$ cat src/core/pucr_cfg.svh
// offsets, field positions, reset values and timing of the user config bank
`ifndef PUCR_CFG_SVH
`define PUCR_CFG_SVH

`define PUCR_OFS_USER_CFG   8'hd1
`define PUCR_OFS_SENSE_IMP  8'hd2
`define PUCR_OFS_RAIL_CFG   8'hd3
`define PUCR_OFS_OK_DELAY   8'hd4
`define PUCR_OFS_INDUCTOR   8'hd6

`define PUCR_RST_USER_CFG   16'h0402
`define PUCR_RST_SENSE_IMP  16'hc200
`define PUCR_RST_OK_DELAY   16'hba00
`define PUCR_RST_INDUCTOR   16'hb23d
`define PUCR_RD_UNMAPPED    16'hffff

`define PUCR_UC_MINDUTY_HI  15
`define PUCR_UC_MINDUTY_LO  11
`define PUCR_UC_STAGE_MODE  10
`define PUCR_UC_MINDUTY_EN  7
`define PUCR_UC_VSET_SEL    5
`define PUCR_UC_MARGIN_EN   4
`define PUCR_UC_LOW_IDLE    3
`define PUCR_UC_OK_PUSHPULL 2
`define PUCR_UC_XT_EN       1
`define PUCR_UC_XT_FAULT    0

`define PUCR_RC_PHASE_HI    15
`define PUCR_RC_PHASE_LO    13
`define PUCR_RC_RAIL_HI     12
`define PUCR_RC_RAIL_LO     8
`define PUCR_RC_COUNT_HI    2
`define PUCR_RC_COUNT_LO    0

`define PUCR_LIN_EXP_HI     15
`define PUCR_LIN_EXP_LO     11
`define PUCR_LIN_MANT_HI    10
`define PUCR_LIN_MANT_LO    0

`define PUCR_CLK_NS         25
`define PUCR_STEP_NS        125
`define PUCR_MS_NS          1000000

`endif

$ cat src/core/pucr_pkg.sv
// types shared by the user config bank and its output-ok timer
package pucr_pkg;
  typedef logic [15:0] pucr_word_t;
  typedef logic [31:0] pucr_steps_t;
  typedef enum logic [1:0] {
    PUCR_OK_WAIT  = 2'b00,
    PUCR_OK_COUNT = 2'b01,
    PUCR_OK_GOOD  = 2'b10
  } pucr_ok_state_e;
endpackage : pucr_pkg

$ cat src/core/pucr_ok_timer.sv
// output-ok delay timer: linear word to 125 ns steps, then count
`timescale 1ns/10ps
`include "pucr_cfg.svh"
module pucr_ok_timer #(
  parameter int STEP_CYC = 5
) (
  input  wire logic              sys_clk,
  input  wire logic              rstn,
  input  wire logic              ce,
  input  wire logic              above,
  input  wire pucr_pkg::pucr_word_t delay_word,
  output logic                   ok
);
  import pucr_pkg::*;

  localparam int STEPS_PER_MS = `PUCR_MS_NS / `PUCR_STEP_NS;

  initial begin
    if (STEP_CYC < 1 || STEP_CYC > 255)
      $error("pucr_ok_timer: STEP_CYC out of range");
  end

  // value = mantissa * 2^exponent in ms; negative delays mean none
  function automatic pucr_steps_t lin_to_steps(input pucr_word_t w);
    logic signed [4:0]  e;
    logic signed [10:0] m;
    logic [47:0]        p;
    e = w[`PUCR_LIN_EXP_HI:`PUCR_LIN_EXP_LO];
    m = w[`PUCR_LIN_MANT_HI:`PUCR_LIN_MANT_LO];
    p = 48'h0;
    if (m > 11'sh000) begin
      p = 48'(unsigned'(m)) * 48'(STEPS_PER_MS);
      if (e >= 5'sh00) p = p << unsigned'(e);
      else p = p >> unsigned'(-e);
    end
    // saturate: 32 bits of steps already span beyond 500 s
    lin_to_steps = (p[47:32] != 16'h0) ? 32'hffffffff : p[31:0];
  endfunction : lin_to_steps

  pucr_ok_state_e state;
  pucr_ok_state_e next_state;
  pucr_steps_t    steps;
  pucr_steps_t    next_steps;
  pucr_steps_t    target;
  pucr_steps_t    next_target;
  logic [7:0]     pre;
  logic [7:0]     next_pre;
  logic           next_ok;

  always_comb begin
    next_state  = state;
    next_steps  = steps;
    next_target = target;
    next_pre    = pre;
    next_ok     = 1'b0;
    unique case (state)
      PUCR_OK_WAIT: begin
        next_steps  = 32'h0;
        next_pre    = 8'h0;
        next_target = lin_to_steps(delay_word);
        if (above) begin
          if (next_target == 32'h0) begin
            next_state = PUCR_OK_GOOD;
            next_ok    = 1'b1;
          end else begin
            next_state = PUCR_OK_COUNT;
          end
        end
      end
      PUCR_OK_COUNT: begin
        if (!above) begin
          next_state = PUCR_OK_WAIT;
        end else if (pre == 8'(STEP_CYC - 1)) begin
          next_pre   = 8'h0;
          next_steps = steps + 32'h1;
          if (next_steps >= target) begin
            next_state = PUCR_OK_GOOD;
            next_ok    = 1'b1;
          end
        end else begin
          next_pre = pre + 8'h1;
        end
      end
      PUCR_OK_GOOD: begin
        if (!above) next_state = PUCR_OK_WAIT;
        else next_ok = 1'b1;
      end
      default: next_state = PUCR_OK_WAIT;
    endcase
  end

  always_ff @(posedge sys_clk) begin
    if (!rstn) begin
      state  <= PUCR_OK_WAIT;
      steps  <= 32'h0;
      target <= 32'h0;
      pre    <= 8'h0;
      ok     <= 1'b0;
    end else if (ce) begin
      state  <= next_state;
      steps  <= next_steps;
      target <= next_target;
      pre    <= next_pre;
      ok     <= next_ok;
    end
  end
endmodule : pucr_ok_timer

$ cat src/core/pucr_regs.sv
// user config command registers and the behaviour they steer
`timescale 1ns/10ps
`include "pucr_cfg.svh"
module pucr_regs #(
  parameter int NCH    = 2,
  parameter int VSET_W = 8,
  parameter int STEP_CYC =
    (`PUCR_STEP_NS + `PUCR_CLK_NS - 1) / `PUCR_CLK_NS
) (
  input  wire logic                         sys_clk,
  input  wire logic                         rstn,
  input  wire logic                         ce,
  input  wire logic [4:0]                   bus_addr_strap,
  input  wire logic                         write_protect,
  input  wire logic                         cmd_valid,
  input  wire logic                         cmd_write,
  input  wire logic [7:0]                   cmd_code,
  input  wire logic                         cmd_page,
  input  wire pucr_pkg::pucr_word_t         cmd_wdata,
  output pucr_pkg::pucr_word_t              rd_data,
  output logic                              rd_valid,
  output logic                              cmd_error,
  input  wire logic [NCH-1:0]               output_enable,
  input  wire logic [NCH-1:0]               pwm_hi_req,
  input  wire logic [NCH-1:0]               pwm_lo_req,
  output logic [NCH-1:0]                    low_side_drive,
  output logic [NCH-1:0]                    high_side_drive,
  output logic [NCH-1:0][6:0]               min_duty_num,
  input  wire logic [NCH-1:0][VSET_W-1:0]   voltage_set_pin_a,
  input  wire logic [NCH-1:0][VSET_W-1:0]   voltage_set_pin_b,
  output logic [NCH-1:0][VSET_W-1:0]        vset_code,
  input  wire logic [NCH-1:0][15:0]         margin_percentage,
  output logic [NCH-1:0]                    margin_from_pct,
  output logic [NCH-1:0][15:0]              margin_pct_used,
  input  wire logic [NCH-1:0]               above_threshold,
  output logic [NCH-1:0]                    output_ok_pin_o,
  output logic [NCH-1:0]                    output_ok_pin_oe,
  output logic [NCH-1:0]                    external_temp_sensor_en,
  input  wire logic [NCH-1:0]               int_temp_fault,
  input  wire logic [NCH-1:0]               ext_temp_fault,
  output logic [NCH-1:0]                    temp_fault,
  input  wire logic [NCH-1:0][7:0]          phase_offset_setting,
  output logic [NCH-1:0][7:0]               phase_offset,
  output logic                              rail_shared,
  output pucr_pkg::pucr_word_t              input_sense_impedance,
  output logic [NCH-1:0][15:0]              inductor_value
);
  import pucr_pkg::*;

  initial begin
    if (NCH != 2) $error("pucr_regs: bank serves exactly two pages");
    if (VSET_W < 1 || VSET_W > 16) $error("pucr_regs: VSET_W unsupported");
  end

  // offset in 1/256 of a period for position pos of cnt+1 phases
  function automatic logic [7:0] spread(input logic [2:0] pos,
                                        input logic [2:0] cnt);
    logic [10:0] num;
    num = {pos, 8'h00};
    spread = 8'(num / (11'(cnt) + 11'h1));
  endfunction : spread

  function automatic logic known_code(input logic [7:0] c);
    known_code = (c == `PUCR_OFS_USER_CFG) || (c == `PUCR_OFS_SENSE_IMP) ||
                 (c == `PUCR_OFS_RAIL_CFG) || (c == `PUCR_OFS_OK_DELAY) ||
                 (c == `PUCR_OFS_INDUCTOR);
  endfunction : known_code

  // register state
  pucr_word_t             user_feature_config [NCH];
  pucr_word_t             rail_phase_config   [NCH];
  pucr_word_t             output_ok_delay     [NCH];
  pucr_word_t             inductor_reg        [NCH];
  pucr_word_t             sense_reg;
  pucr_word_t             next_user_feature_config [NCH];
  pucr_word_t             next_rail_phase_config   [NCH];
  pucr_word_t             next_output_ok_delay     [NCH];
  pucr_word_t             next_inductor_reg        [NCH];
  pucr_word_t             next_sense_reg;
  pucr_word_t             next_rd_data;
  logic                   next_rd_valid;
  logic                   next_cmd_error;

  always_comb begin
    int pg;
    pg = int'(cmd_page);
    next_user_feature_config = user_feature_config;
    next_rail_phase_config   = rail_phase_config;
    next_output_ok_delay     = output_ok_delay;
    next_inductor_reg        = inductor_reg;
    next_sense_reg           = sense_reg;
    next_rd_data             = rd_data;
    next_rd_valid            = 1'b0;
    next_cmd_error           = 1'b0;
    if (cmd_valid) begin
      if (!known_code(cmd_code)) begin
        next_cmd_error = 1'b1;
      end else if (cmd_write) begin
        // protected writes leave every word untouched
        if (write_protect) begin
          next_cmd_error = 1'b1;
        end else begin
          unique case (cmd_code)
            `PUCR_OFS_USER_CFG:  next_user_feature_config[pg] = cmd_wdata;
            `PUCR_OFS_SENSE_IMP: next_sense_reg = cmd_wdata;
            `PUCR_OFS_RAIL_CFG: begin
              // unused bits 7:3 stay zero
              next_rail_phase_config[pg] = {cmd_wdata[15:8], 5'h00,
                                            cmd_wdata[2:0]};
            end
            `PUCR_OFS_OK_DELAY:  next_output_ok_delay[pg] = cmd_wdata;
            `PUCR_OFS_INDUCTOR:  next_inductor_reg[pg] = cmd_wdata;
            default:             next_cmd_error = 1'b1;
          endcase
        end
      end else begin
        next_rd_valid = 1'b1;
        unique case (cmd_code)
          `PUCR_OFS_USER_CFG:  next_rd_data = user_feature_config[pg];
          `PUCR_OFS_SENSE_IMP: next_rd_data = sense_reg;
          `PUCR_OFS_RAIL_CFG:  next_rd_data = rail_phase_config[pg];
          `PUCR_OFS_OK_DELAY:  next_rd_data = output_ok_delay[pg];
          `PUCR_OFS_INDUCTOR:  next_rd_data = inductor_reg[pg];
          default:             next_rd_data = `PUCR_RD_UNMAPPED;
        endcase
      end
    end
  end

  always_ff @(posedge sys_clk) begin
    if (!rstn) begin
      for (int c = 0; c < NCH; c++) begin
        user_feature_config[c] <= `PUCR_RST_USER_CFG;
        // strap is sampled while reset is held, never afterwards
        rail_phase_config[c]   <= {3'h0, bus_addr_strap, 8'h00};
        output_ok_delay[c]     <= `PUCR_RST_OK_DELAY;
        inductor_reg[c]        <= `PUCR_RST_INDUCTOR;
      end
      sense_reg <= `PUCR_RST_SENSE_IMP;
      rd_data   <= 16'h0000;
      rd_valid  <= 1'b0;
      cmd_error <= 1'b0;
    end else if (ce) begin
      user_feature_config <= next_user_feature_config;
      rail_phase_config   <= next_rail_phase_config;
      output_ok_delay     <= next_output_ok_delay;
      inductor_reg        <= next_inductor_reg;
      sense_reg           <= next_sense_reg;
      rd_data             <= next_rd_data;
      rd_valid            <= next_rd_valid;
      cmd_error           <= next_cmd_error;
    end
  end

  // threshold comparator arrives asynchronously: three-stage filter
  logic [NCH-1:0] sync1;
  logic [NCH-1:0] sync2;
  logic [NCH-1:0] sync3;
  logic [NCH-1:0] above_lvl;
  logic [NCH-1:0] next_above_lvl;
  logic [NCH-1:0] ok_lvl;

  always_comb begin
    next_above_lvl = above_lvl;
    for (int c = 0; c < NCH; c++) begin
      if (sync2[c] == sync3[c]) next_above_lvl[c] = sync3[c];
    end
  end

  always_ff @(posedge sys_clk) begin
    if (!rstn) begin
      sync1     <= '0;
      sync2     <= '0;
      sync3     <= '0;
      above_lvl <= '0;
    end else if (ce) begin
      sync1     <= above_threshold;
      sync2     <= sync1;
      sync3     <= sync2;
      above_lvl <= next_above_lvl;
    end
  end

  for (genvar g = 0; g < NCH; g++) begin : g_ok
    pucr_ok_timer #(
      .STEP_CYC (STEP_CYC)
    ) u_timer (
      .sys_clk    (sys_clk),
      .rstn       (rstn),
      .ce         (ce),
      .above      (above_lvl[g]),
      .delay_word (output_ok_delay[g]),
      .ok         (ok_lvl[g])
    );
  end

  // shared rail: both pages name one rail of two phases, distinct slots
  logic share_now;
  assign share_now =
    (rail_phase_config[0][`PUCR_RC_RAIL_HI:`PUCR_RC_RAIL_LO] ==
     rail_phase_config[1][`PUCR_RC_RAIL_HI:`PUCR_RC_RAIL_LO]) &&
    (rail_phase_config[0][`PUCR_RC_COUNT_HI:`PUCR_RC_COUNT_LO] == 3'h1) &&
    (rail_phase_config[1][`PUCR_RC_COUNT_HI:`PUCR_RC_COUNT_LO] == 3'h1) &&
    (rail_phase_config[0][`PUCR_RC_PHASE_HI:`PUCR_RC_PHASE_LO] !=
     rail_phase_config[1][`PUCR_RC_PHASE_HI:`PUCR_RC_PHASE_LO]);

  // derived outputs, all registered
  logic [NCH-1:0]             next_low;
  logic [NCH-1:0]             next_high;
  logic [NCH-1:0][6:0]        next_min_duty;
  logic [NCH-1:0][VSET_W-1:0] next_vset;
  logic [NCH-1:0]             next_margin_en;
  logic [NCH-1:0][15:0]       next_margin;
  logic [NCH-1:0]             next_ok_o;
  logic [NCH-1:0]             next_ok_oe;
  logic [NCH-1:0]             next_xt_en;
  logic [NCH-1:0]             next_tfault;
  logic [NCH-1:0][7:0]        next_offset;

  always_comb begin
    pucr_word_t uc;
    pucr_word_t rc;
    uc = 16'h0000;
    rc = 16'h0000;
    for (int c = 0; c < NCH; c++) begin
      uc = user_feature_config[c];
      rc = rail_phase_config[c];
      if (!output_enable[c]) begin
        next_low[c]  = uc[`PUCR_UC_LOW_IDLE];
        next_high[c] = 1'b0;
      end else if (uc[`PUCR_UC_STAGE_MODE]) begin
        next_low[c]  = 1'b1;
        next_high[c] = pwm_hi_req[c];
      end else begin
        next_low[c]  = pwm_lo_req[c];
        next_high[c] = pwm_hi_req[c];
      end
      // numerator over 512; zero means no floor on the duty cycle
      next_min_duty[c] = 7'h00;
      if (uc[`PUCR_UC_MINDUTY_EN]) begin
        // six-bit sum so that field 31 reaches 64 instead of wrapping
        next_min_duty[c] = {6'(uc[`PUCR_UC_MINDUTY_HI:`PUCR_UC_MINDUTY_LO])
                            + 6'h01, 1'b0};
      end
      next_vset[c] = uc[`PUCR_UC_VSET_SEL] ? voltage_set_pin_b[c] :
                                            voltage_set_pin_a[c];
      next_margin_en[c] = uc[`PUCR_UC_MARGIN_EN];
      next_margin[c]    = uc[`PUCR_UC_MARGIN_EN] ? margin_percentage[c] :
                                                 16'h0000;
      if (uc[`PUCR_UC_OK_PUSHPULL]) begin
        next_ok_o[c]  = ok_lvl[c];
        next_ok_oe[c] = 1'b1;
      end else begin
        next_ok_o[c]  = 1'b0;
        next_ok_oe[c] = ~ok_lvl[c];
      end
      next_xt_en[c]  = uc[`PUCR_UC_XT_EN];
      next_tfault[c] = uc[`PUCR_UC_XT_FAULT] ? ext_temp_fault[c] :
                                              int_temp_fault[c];
      // other devices' phases never count as sharing partners
      next_offset[c] = share_now ?
        spread(rc[`PUCR_RC_PHASE_HI:`PUCR_RC_PHASE_LO],
               rc[`PUCR_RC_COUNT_HI:`PUCR_RC_COUNT_LO]) :
        phase_offset_setting[c];
    end
  end

  always_ff @(posedge sys_clk) begin
    if (!rstn) begin
      // reset word has bit 3 clear and bit 2 clear: no low drive, open-drain
      low_side_drive          <= '0;
      high_side_drive         <= '0;
      min_duty_num            <= '0;
      vset_code               <= '0;
      margin_from_pct         <= '0;
      margin_pct_used         <= '0;
      output_ok_pin_o         <= '0;
      output_ok_pin_oe        <= '1;
      external_temp_sensor_en <= '1;
      temp_fault              <= '0;
      phase_offset            <= '0;
      rail_shared             <= 1'b0;
    end else if (ce) begin
      low_side_drive          <= next_low;
      high_side_drive         <= next_high;
      min_duty_num            <= next_min_duty;
      vset_code               <= next_vset;
      margin_from_pct         <= next_margin_en;
      margin_pct_used         <= next_margin;
      output_ok_pin_o         <= next_ok_o;
      output_ok_pin_oe        <= next_ok_oe;
      external_temp_sensor_en <= next_xt_en;
      temp_fault              <= next_tfault;
      phase_offset            <= next_offset;
      rail_shared             <= share_now;
    end
  end

  assign input_sense_impedance = sense_reg;
  for (genvar g = 0; g < NCH; g++) begin : g_ind
    assign inductor_value[g] = inductor_reg[g];
  end
endmodule : pucr_regs

$ cat config.mk
export PLATFORM = sky130hd
export DESIGN_NAME = pucr_regs
export DESIGN_NICKNAME = d
export VERILOG_FILES = /design/src/core/pucr_pkg.sv /design/src/core/pucr_ok_timer.sv /design/src/core/pucr_regs.sv
export VERILOG_INCLUDE_DIRS = /design/src /design/src/core
export SDC_FILE = /design/constraint.sdc
export NUM_CORES = 1
export LEC_CHECK = 0
export ABC_AREA = 1
export BUFFER_PORTS_ARGS = -buffer_cell sky130_fd_sc_hd__buf_2
export CORE_ASPECT_RATIO = 1.2
export CORE_MARGIN = 2
export CORE_UTILIZATION = 30
export CTS_CLUSTER_SIZE = 28
export DETAILED_ROUTE_END_ITERATION = 12
export SETUP_SLACK_MARGIN = 0.4
export SLEW_MARGIN = 20
export SYNTH_ARGS = -nofsm -noshare
export SYNTH_HDL_FRONTEND = slang
export SYNTH_HIERARCHICAL = 1
export SYNTH_SLANG_ARGS = --single-unit
$ cat constraint.sdc
create_clock -name sys_clk -period 20.2 [get_ports sys_clk]
set_input_delay 3.03 -clock sys_clk [delete_from_list [all_inputs] [get_ports sys_clk]]
set_output_delay 3.03 -clock sys_clk [all_outputs]
set_load 0.02 [all_outputs]
==> results.txt, run 1 <==
----------------------------------------------------
[Floorplanning]
  Core area ... 0.111 sq mm
  Count of boundary I/O pins ... 287
  Width of the chip ... 310 microns
  Area of the die ... 0.115 sq mm
  Starting utilization of the core area ... 0.303
  Floorplan row count ... 134
  Height of the chip ... 371 microns

[Clock tree]
  Clk_lat worst skew ... 0.60 ns
  Post-CTS resize count ... 0
  CTS Buf Count ... 46
  Reg clk slew, reported paths ... 0.06 ns
  Clock tree root driver cell ... clkbuf_16
  Number of setup buffers added after CTS ... 0
  Num Clock Sinks ... 401
  Post-CTS Hold Buffers ... 0
  CTS tree ... done
  CTS HTree Levels ... 2
  CTS Buffer Depth ... 3

[Worst setup path]
  Library cell contributing the largest single delay on the critical path ... ha_1
  Arrival time of data at the critical path endpoint ... 15.57 ns
  Crit-path most repeated cell ... nand2_1
  Worst Path Required ... 20.66 ns
  Worst path max stage delay ... 0.64 ns
  Worst Setup End Kind ... flop
  Kind of critical path ... reg2reg
  Critical path peak fanout ... 12
  Category of the worst setup path launch point ... flop

[STA]
  Setup repair after global routing missed its margin ... false
  Relative slew slack ... 0.198
  Setup violation total in the final timing report ... 0
  Number of max-slew violations in the final report ... 0
  Transition at the pin with the smallest max-transition slack ... 1.17 ns
  Highest clock rate ... 66.2 MHz
  Endpoints failing hold ... 0
  Largest clock skew in the final design ... 0.0177 ns
  Hold slack final ... 0.463 ns
  Final period utilization ... 0.748
  Setup total negative slack ... 0 ns
  Clock period minus final worst setup slack ... 15.11 ns

[Logic synthesis]
  Proportion of register bits with asynchronous set or reset after synthesis ... 0
  Number of synthesized flops with an enable pin ... 10
  Per-instance average area after synthesis ... 6.51 sq um
  FF+latch count, synth ... 401
  Share of the synthesized area in the top cell type ... 0.233
  Ranking of synthesized cells by area ... dfxtp_1, nand2_1, ha_1, nand3_1, inv_1
  Leading cell types by count after synthesis ... nand2_1, inv_1, nand3_1
  Portion of the post-synthesis area used by sequential elements ... 0.242
  Gate count of the mapped netlist ... 5,171
  Dominant register cell in the synthesized netlist ... dfxtp_1
  Most instantiated library cell after synthesis ... nand2_1
  Yosys warning total ... 6
  Cell variety after synth ... 76
  Summed instance area of the synthesized netlist ... 0.0336 sq mm
  Top cell type by total area after synthesis ... dfxtp_1

[Power and ir drop]
  P_leak ... 18.4 nW
  Pwr dens ... 78.2 mW/mm^2
  Maximum ir drop on the vdd rail ... 0.000103 V
  Total power of the final layout ... 2.97 mW

[Drt]
  Vias ... 34,600
  Wire length per cell ... 16.8 microns
  Final wirelength ... 116,000 microns
  Detailed-routing iteration count for the pre-antenna-repair pass ... 7
  Number of nets with antenna violations after detailed routing ... 0
  Drt first-iter violations ... 2,322
  Final routed DRC violation total ... 0
  Detail-routed via count per cell ... 5.04

[Global route]
  Pin count of the biggest net entering global routing ... 76
  Number of antenna violations at the first check in global routing ... 1
  Global-route total usage across every layer ... 0.197
  Wire length of the first global-routing pass ... 181,000 microns
  Leftover overflow at the end of global routing ... 0
  Vias in the first global route ... 33,100

[Placement]
  Port Buffers ... 284
  Cells after DPL ... 6,785
  HPWL after detailed placement ... 91,000 microns
  Gp weighted congestion ... 0.948

[Layout]
  Ratio of cells with drive above 1 in the final layout ... 0.109
  Number of nets in the layout ... 5,772
  Syn-to-layout area delta ... 12.9%
  Number of non-filler instances in the completed layout ... 6,865

[Flow run]
  Max cap viols ... 0

[Run status]
  Run status ... complete, no violations

[Worst hold path]
  Class of the tightest hold or removal check ... reg2reg

----------------------------------------------------
## per-stage QoR
stage               setup WS (ns)  utilization  instance area (sq um)
finish                       5.09        0.342                  38000
floorplan                    7.13            -                  33600
CTS                          5.12        0.342                  38000
detailed placement           5.19        0.328                  36400
global route                 3.52        0.342                  38000
global placement             5.59        0.328                  36400
## registers in the layout, indices dropped and copies added, names as in the netlist, 4 cells and up
| name | flops |
|---|---|
| phase_offset | 16 |
| input_sense_impedance | 16 |
| inductor_value | 32 |
| min_duty_num | 12 |
| g_ok.u_timer/target | 64 |
| user_feature_config | 28 |
| rail_phase_config | 22 |
| vset_code | 16 |
| g_ok.u_timer/pre | 16 |
| rd_data | 16 |
| g_ok.u_timer/state | 4 |
| output_ok_delay | 32 |
| margin_pct_used | 32 |
| g_ok.u_timer/steps | 64 |
## worst max-delay path: cells and delay by family (launching register included)
kind / cells / cell delay [ns]
flip-flops: 1 / 0.58
adder cells (fa/ha/maj): 11 / 3.83
AND/OR/NAND/NOR: 45 / 5.18
AO/OA/AOI/OAI: 23 / 3.72
buffers and inverters: 14 / 1.63
## routing by layer
layer	wire [microns]	global-route usage	share of wire
met5	0	0	0
met4	4610	0.0742	0.040
met3	6700	0.0317	0.058
met2	55100	0.342	0.48
met1	49200	0.243	0.43
## placed cells by master (no fill, tap or decap), drive strengths merged, types with 13 or more instances in the layout
cell / netlist / routed
inv: 715 / 716
nand3: 596 / 596
a21oi: 356 / 356
nand2: 1355 / 1355
o22ai: 23 / 23
xor2: 83 / 83
o211ai: 81 / 81
ha: 239 / 239
nand4: 82 / 82
a221oi: 19 / 19
buf: 62 / 323
o31ai: 13 / 13
o21ai: 306 / 306
fa: 68 / 68
nor2: 344 / 344
xnor2: 30 / 30
clkinv: 17 / 24
nor3: 44 / 44
a211oi: 21 / 21
dfxtp: 391 / 391
nor4: 13 / 13
a31oi: 67 / 67
clkbuf: 144 / 66
## logic make-up (layout without fill, tap and decap cells)
logic type               Yosys count  count (layout)  synth area share
multiplexers                       1               1          0.000298
adder cells (fa/ha/maj)          307             307             0.129
other                              1               3          0.000111
XOR/XNOR                         113             113            0.0296
flip-flops                       401             401             0.242
AND/OR/NAND/NOR                 2465            2465             0.330
buffers and inverters            938            1134             0.107
AO/OA/AOI/OAI                    945             945             0.163
## final timing paths
kind,from,end,slack (ns),depth (start not counted)
min,g_ok[0].u_timer/steps[27]$_SDFFE_PN0P_,g_ok[0].u_timer/steps[27]$_SDFFE_PN0P_,0.46,2
min reg2reg,g_ok[0].u_timer/steps[27]$_SDFFE_PN0P_,g_ok[0].u_timer/steps[27]$_SDFFE_PN0P_,0.46,2
max,rail_phase_config[1]$_SDFFE_PN0P_,phase_offset[8]$_SDFFE_PN0P_,5.09,93
max reg2reg,rail_phase_config[1]$_SDFFE_PN0P_,phase_offset[8]$_SDFFE_PN0P_,5.09,93
## layout make-up
cell class                 count  area [sq um]
fill                       12200         73200
inverter                     732          2750
timing repair buffer         323          1720
multi-input combinational   3833         21900
tap                         1496          1870
clock inverter                13           190
sequential                   401          8130
antenna                        1          2.50
clock buffer                  66          1370
## power by group
part | total (mW) | internal [mW] | switching [mW]
clock | 0.879 | 0.520 | 0.359
combinational | 1.26 | 0.427 | 0.837
sequential | 0.825 | 0.814 | 0.0105
total | 2.97 | 1.76 | 1.21
Note: power is estimated with default switching activity, not from simulation.
==> run 2: changes to the inputs <==
- clock period: 20.2 -> 12.1 ns (I/O delays scaled with it)
==> run 2 against run 1 <==
Against the previous run:
- combinational power rose by 130%
- largest cell class unchanged
- critical endpoint is now phase_offset[0]$_SDFFE_PN0P_
- critical path type unchanged
- cell count rose by 2.7%
- setup slack got worse by 4.9 ns
- clock skew rose by 0.023 ns
==> results.txt, run 2 (same netlist as run 1, synthesis figures left out) <==
----------------------------------------------------
[Worst setup path]
  Kind of critical path ... reg2reg
  Cell depth of the worst flop-to-flop path ... 93 (unchanged)
  Worst Setup End Kind ... flop
  Crit-path most repeated cell ... inv_2
  Library cell contributing the largest single delay on the critical path ... dfxtp_4
  Worst path max stage delay ... 0.36 ns (-0.28 ns)
  Worst reg2reg endpoint ... phase_offset[0]$_SDFFE_PN0P_
  Arrival time of data at the critical path endpoint ... 12.39 ns (-3.18 ns)
  Category of the worst setup path launch point ... flop
  Slack of the worst reg-to-reg path ... 0.21 ns (-4.89 ns)
  Critical path peak fanout ... 7 (-5)
  Worst Path Required ... 12.60 ns (-8.06 ns)
  Worst r2r src ... rail_phase_config[17]$_SDFFE_PN0P_

[Layout]
  Number of nets in the layout ... 5,951 (+3.1%)
  Syn-to-layout area delta ... 20.1%
  Ratio of cells with drive above 1 in the final layout ... 0.169 (+0.0597)
  Number of non-filler instances in the completed layout ... 7,049 (+2.7%)
  Most frequent standard cell in the layout excluding fill and tap cells ... nand2_1
  Registers with the highest flip-flop counts ... g_ok.u_timer/steps: 64 flops, g_ok.u_timer/target: 64 flops
  Most frequent cells in the layout ... nand2_1, inv_1, nand3_1
  Post-layout instance area ... 0.0404 sq mm (+6.4%)
  End-of-flow core utilization ... 0.363 (+0.0217)

[STA]
  Setup total negative slack ... 0 ns (unchanged)
  Transition at the pin with the smallest max-transition slack ... 1.02 ns (-0.155 ns)
  Clock period minus final worst setup slack ... 11.89 ns (-3.21 ns)
  Setup repair after global routing missed its margin ... true
  Highest clock rate ... 84.1 MHz (+27%)
  Largest clock skew in the final design ... 0.0409 ns (+0.0231 ns)
  Endpoints failing hold ... 0 (unchanged)
  Relative slew slack ... 0.319 (+0.121)
  Final period utilization ... 0.983 (+0.235)
  Smallest setup slack after layout ... 0.207 ns (-4.89 ns)
  Setup violation total in the final timing report ... 0 (unchanged)
  Hold slack final ... 0.460 ns (-0.00373 ns)
  Number of max-slew violations in the final report ... 0 (unchanged)

[Clock tree]
  Post-CTS Hold Buffers ... 0 (unchanged)
  CTS Buf Count ... 46 (unchanged)
  Clk_lat worst skew ... 0.63 ns (+0.03 ns)
  CTS HTree Levels ... 2 (unchanged)
  Reg clk slew, reported paths ... 0.06 ns (about the same)
  CTS tree ... done
  Clock tree root driver cell ... clkbuf_16
  CTS Buffer Depth ... 3 (unchanged)
  Num Clock Sinks ... 401 (unchanged)

[Power and ir drop]
  P_leak ... 19.3 nW (+5.2%)
  Maximum ir drop on the vdd rail ... 0.000222 V (+120%)
  Total power of the final layout ... 5.70 mW (+92%)
  Pwr dens ... 141 mW/mm^2 (+81%)

[Placement]
  Cell area after placement ... 0.0374 sq mm (+2.7%)
  Cells after DPL ... 6,873 (+1.3%)
  HPWL after detailed placement ... 91,900 microns (+1.0%)
  Worst setup slack before clock tree synthesis ... -0.309 ns (-5.49 ns)
  Port Buffers ... 284 (unchanged)
  Gp weighted congestion ... 0.940 (-0.85%)

[Global route]
  Wire length of the first global-routing pass ... 183,000 microns (+1.1%)
  Pin count of the biggest net entering global routing ... 78 (+2.6%)
  Vias in the first global route ... 33,600 (+1.6%)
  Leftover overflow at the end of global routing ... 0 (unchanged)
  Number of antenna violations at the first check in global routing ... 4 (+3)
  Global-route total usage across every layer ... 0.199 (+0.00212)

[Drt]
  Detailed-routing iteration count for the pre-antenna-repair pass ... 7 (unchanged)
  Final wirelength ... 118,000 microns (+2.5%)
  Drt first-iter violations ... 2,348 (+1.1%)
  Wire length per cell ... 16.8 microns (-0.18%)
  Vias ... 35,500 (+2.6%)
  Number of nets with antenna violations after detailed routing ... 0 (unchanged)
  Final routed DRC violation total ... 0 (unchanged)
  Detail-routed via count per cell ... 5.03 (-0.11%)

[Floorplanning]
  Height of the chip ... 371 microns (unchanged)
  Count of boundary I/O pins ... 287 (unchanged)
  Starting utilization of the core area ... 0.303 (unchanged)
  Core area ... 0.111 sq mm (unchanged)
  Width of the chip ... 310 microns (unchanged)
  Area of the die ... 0.115 sq mm (unchanged)
  Floorplan row count ... 134 (unchanged)

[Flow run]
  Max cap viols ... 0 (unchanged)

[Run status]
  Run status ... complete, no violations

[Worst hold path]
  Hold path endpoint ... margin_pct_used[23]$_SDFFE_PN0P_
  Worst hold path startpoint ... margin_pct_used[23]$_SDFFE_PN0P_
  Worst Hold Depth ... 2 (unchanged)
  Class of the tightest hold or removal check ... reg2reg

----------------------------------------------------
## run 2: worst max path at each step
stage                                             startpoint                      endpoint  slack [ns]  cells after the start
after CTS                 rail_phase_config[17]$_SDFFE_PN0P_  phase_offset[0]$_SDFFE_PN0P_        0.39                     93
final                     rail_phase_config[17]$_SDFFE_PN0P_  phase_offset[0]$_SDFFE_PN0P_        0.21                     93
after floorplan            rail_phase_config[1]$_SDFFE_PN0P_  phase_offset[8]$_SDFFE_PN0P_      -0.009                     94
after global placement    rail_phase_config[17]$_SDFFE_PN0P_  phase_offset[0]$_SDFFE_PN0P_        0.04                     91
after global routing      rail_phase_config[17]$_SDFFE_PN0P_  phase_offset[0]$_SDFFE_PN0P_       -0.55                     94
after detailed placement  rail_phase_config[17]$_SDFFE_PN0P_  phase_offset[0]$_SDFFE_PN0P_       -0.31                     91
## run 2: what timing repair did
action / in CTS / in global routing
resized for setup: 37 / 122
pin swaps: 56 / 136
endpoints found under the setup margin: 2 / 3
buffers inserted: 45 / 46
## run 2: worst max-delay path: cells and delay by family (launching register included)
kind / cells / cell delay [ns]
and+or+nand+nor: 41 / 3.97
AOI/OAI and AO/OA: 25 / 3.16
DFF: 1 / 0.36
xor gates and xnor gates: 1 / 0.16
adders and majority gates: 11 / 2.97
buffers and inverters: 15 / 1.10
## run 2: cell type report
type,count,area (sq um)
Sequential cell,401,8140
Tap cell,1496,1870
Multi-Input combinational cell,3833,22900
Clock inverter,21,334
Clock buffer,61,1250
Antenna cell,3,7.51
Fill cell,11900,70800
Inverter,732,2770
Timing Repair Buffer,502,3090
## run 2: where the power goes
group	switching (mW)	leakage, nW	total (mW)	internal (mW)
sequential	0.0179	3.27	1.38	1.36
combinational	1.68	15.3	2.84	1.16
clock	0.625	0.771	1.49	0.863
total	2.32	19.3	5.70	3.38
## run 2: metal layers
metal	share of wire	routed length, microns	up-vias	GRT usage
met5	0	0	-	0
met4	0.038	4550	0	0.0775
met3	0.055	6540	210	0.0275
met2	0.48	56700	1072	0.341
met1	0.43	50600	16400	0.251
li1	-	-	17800	-
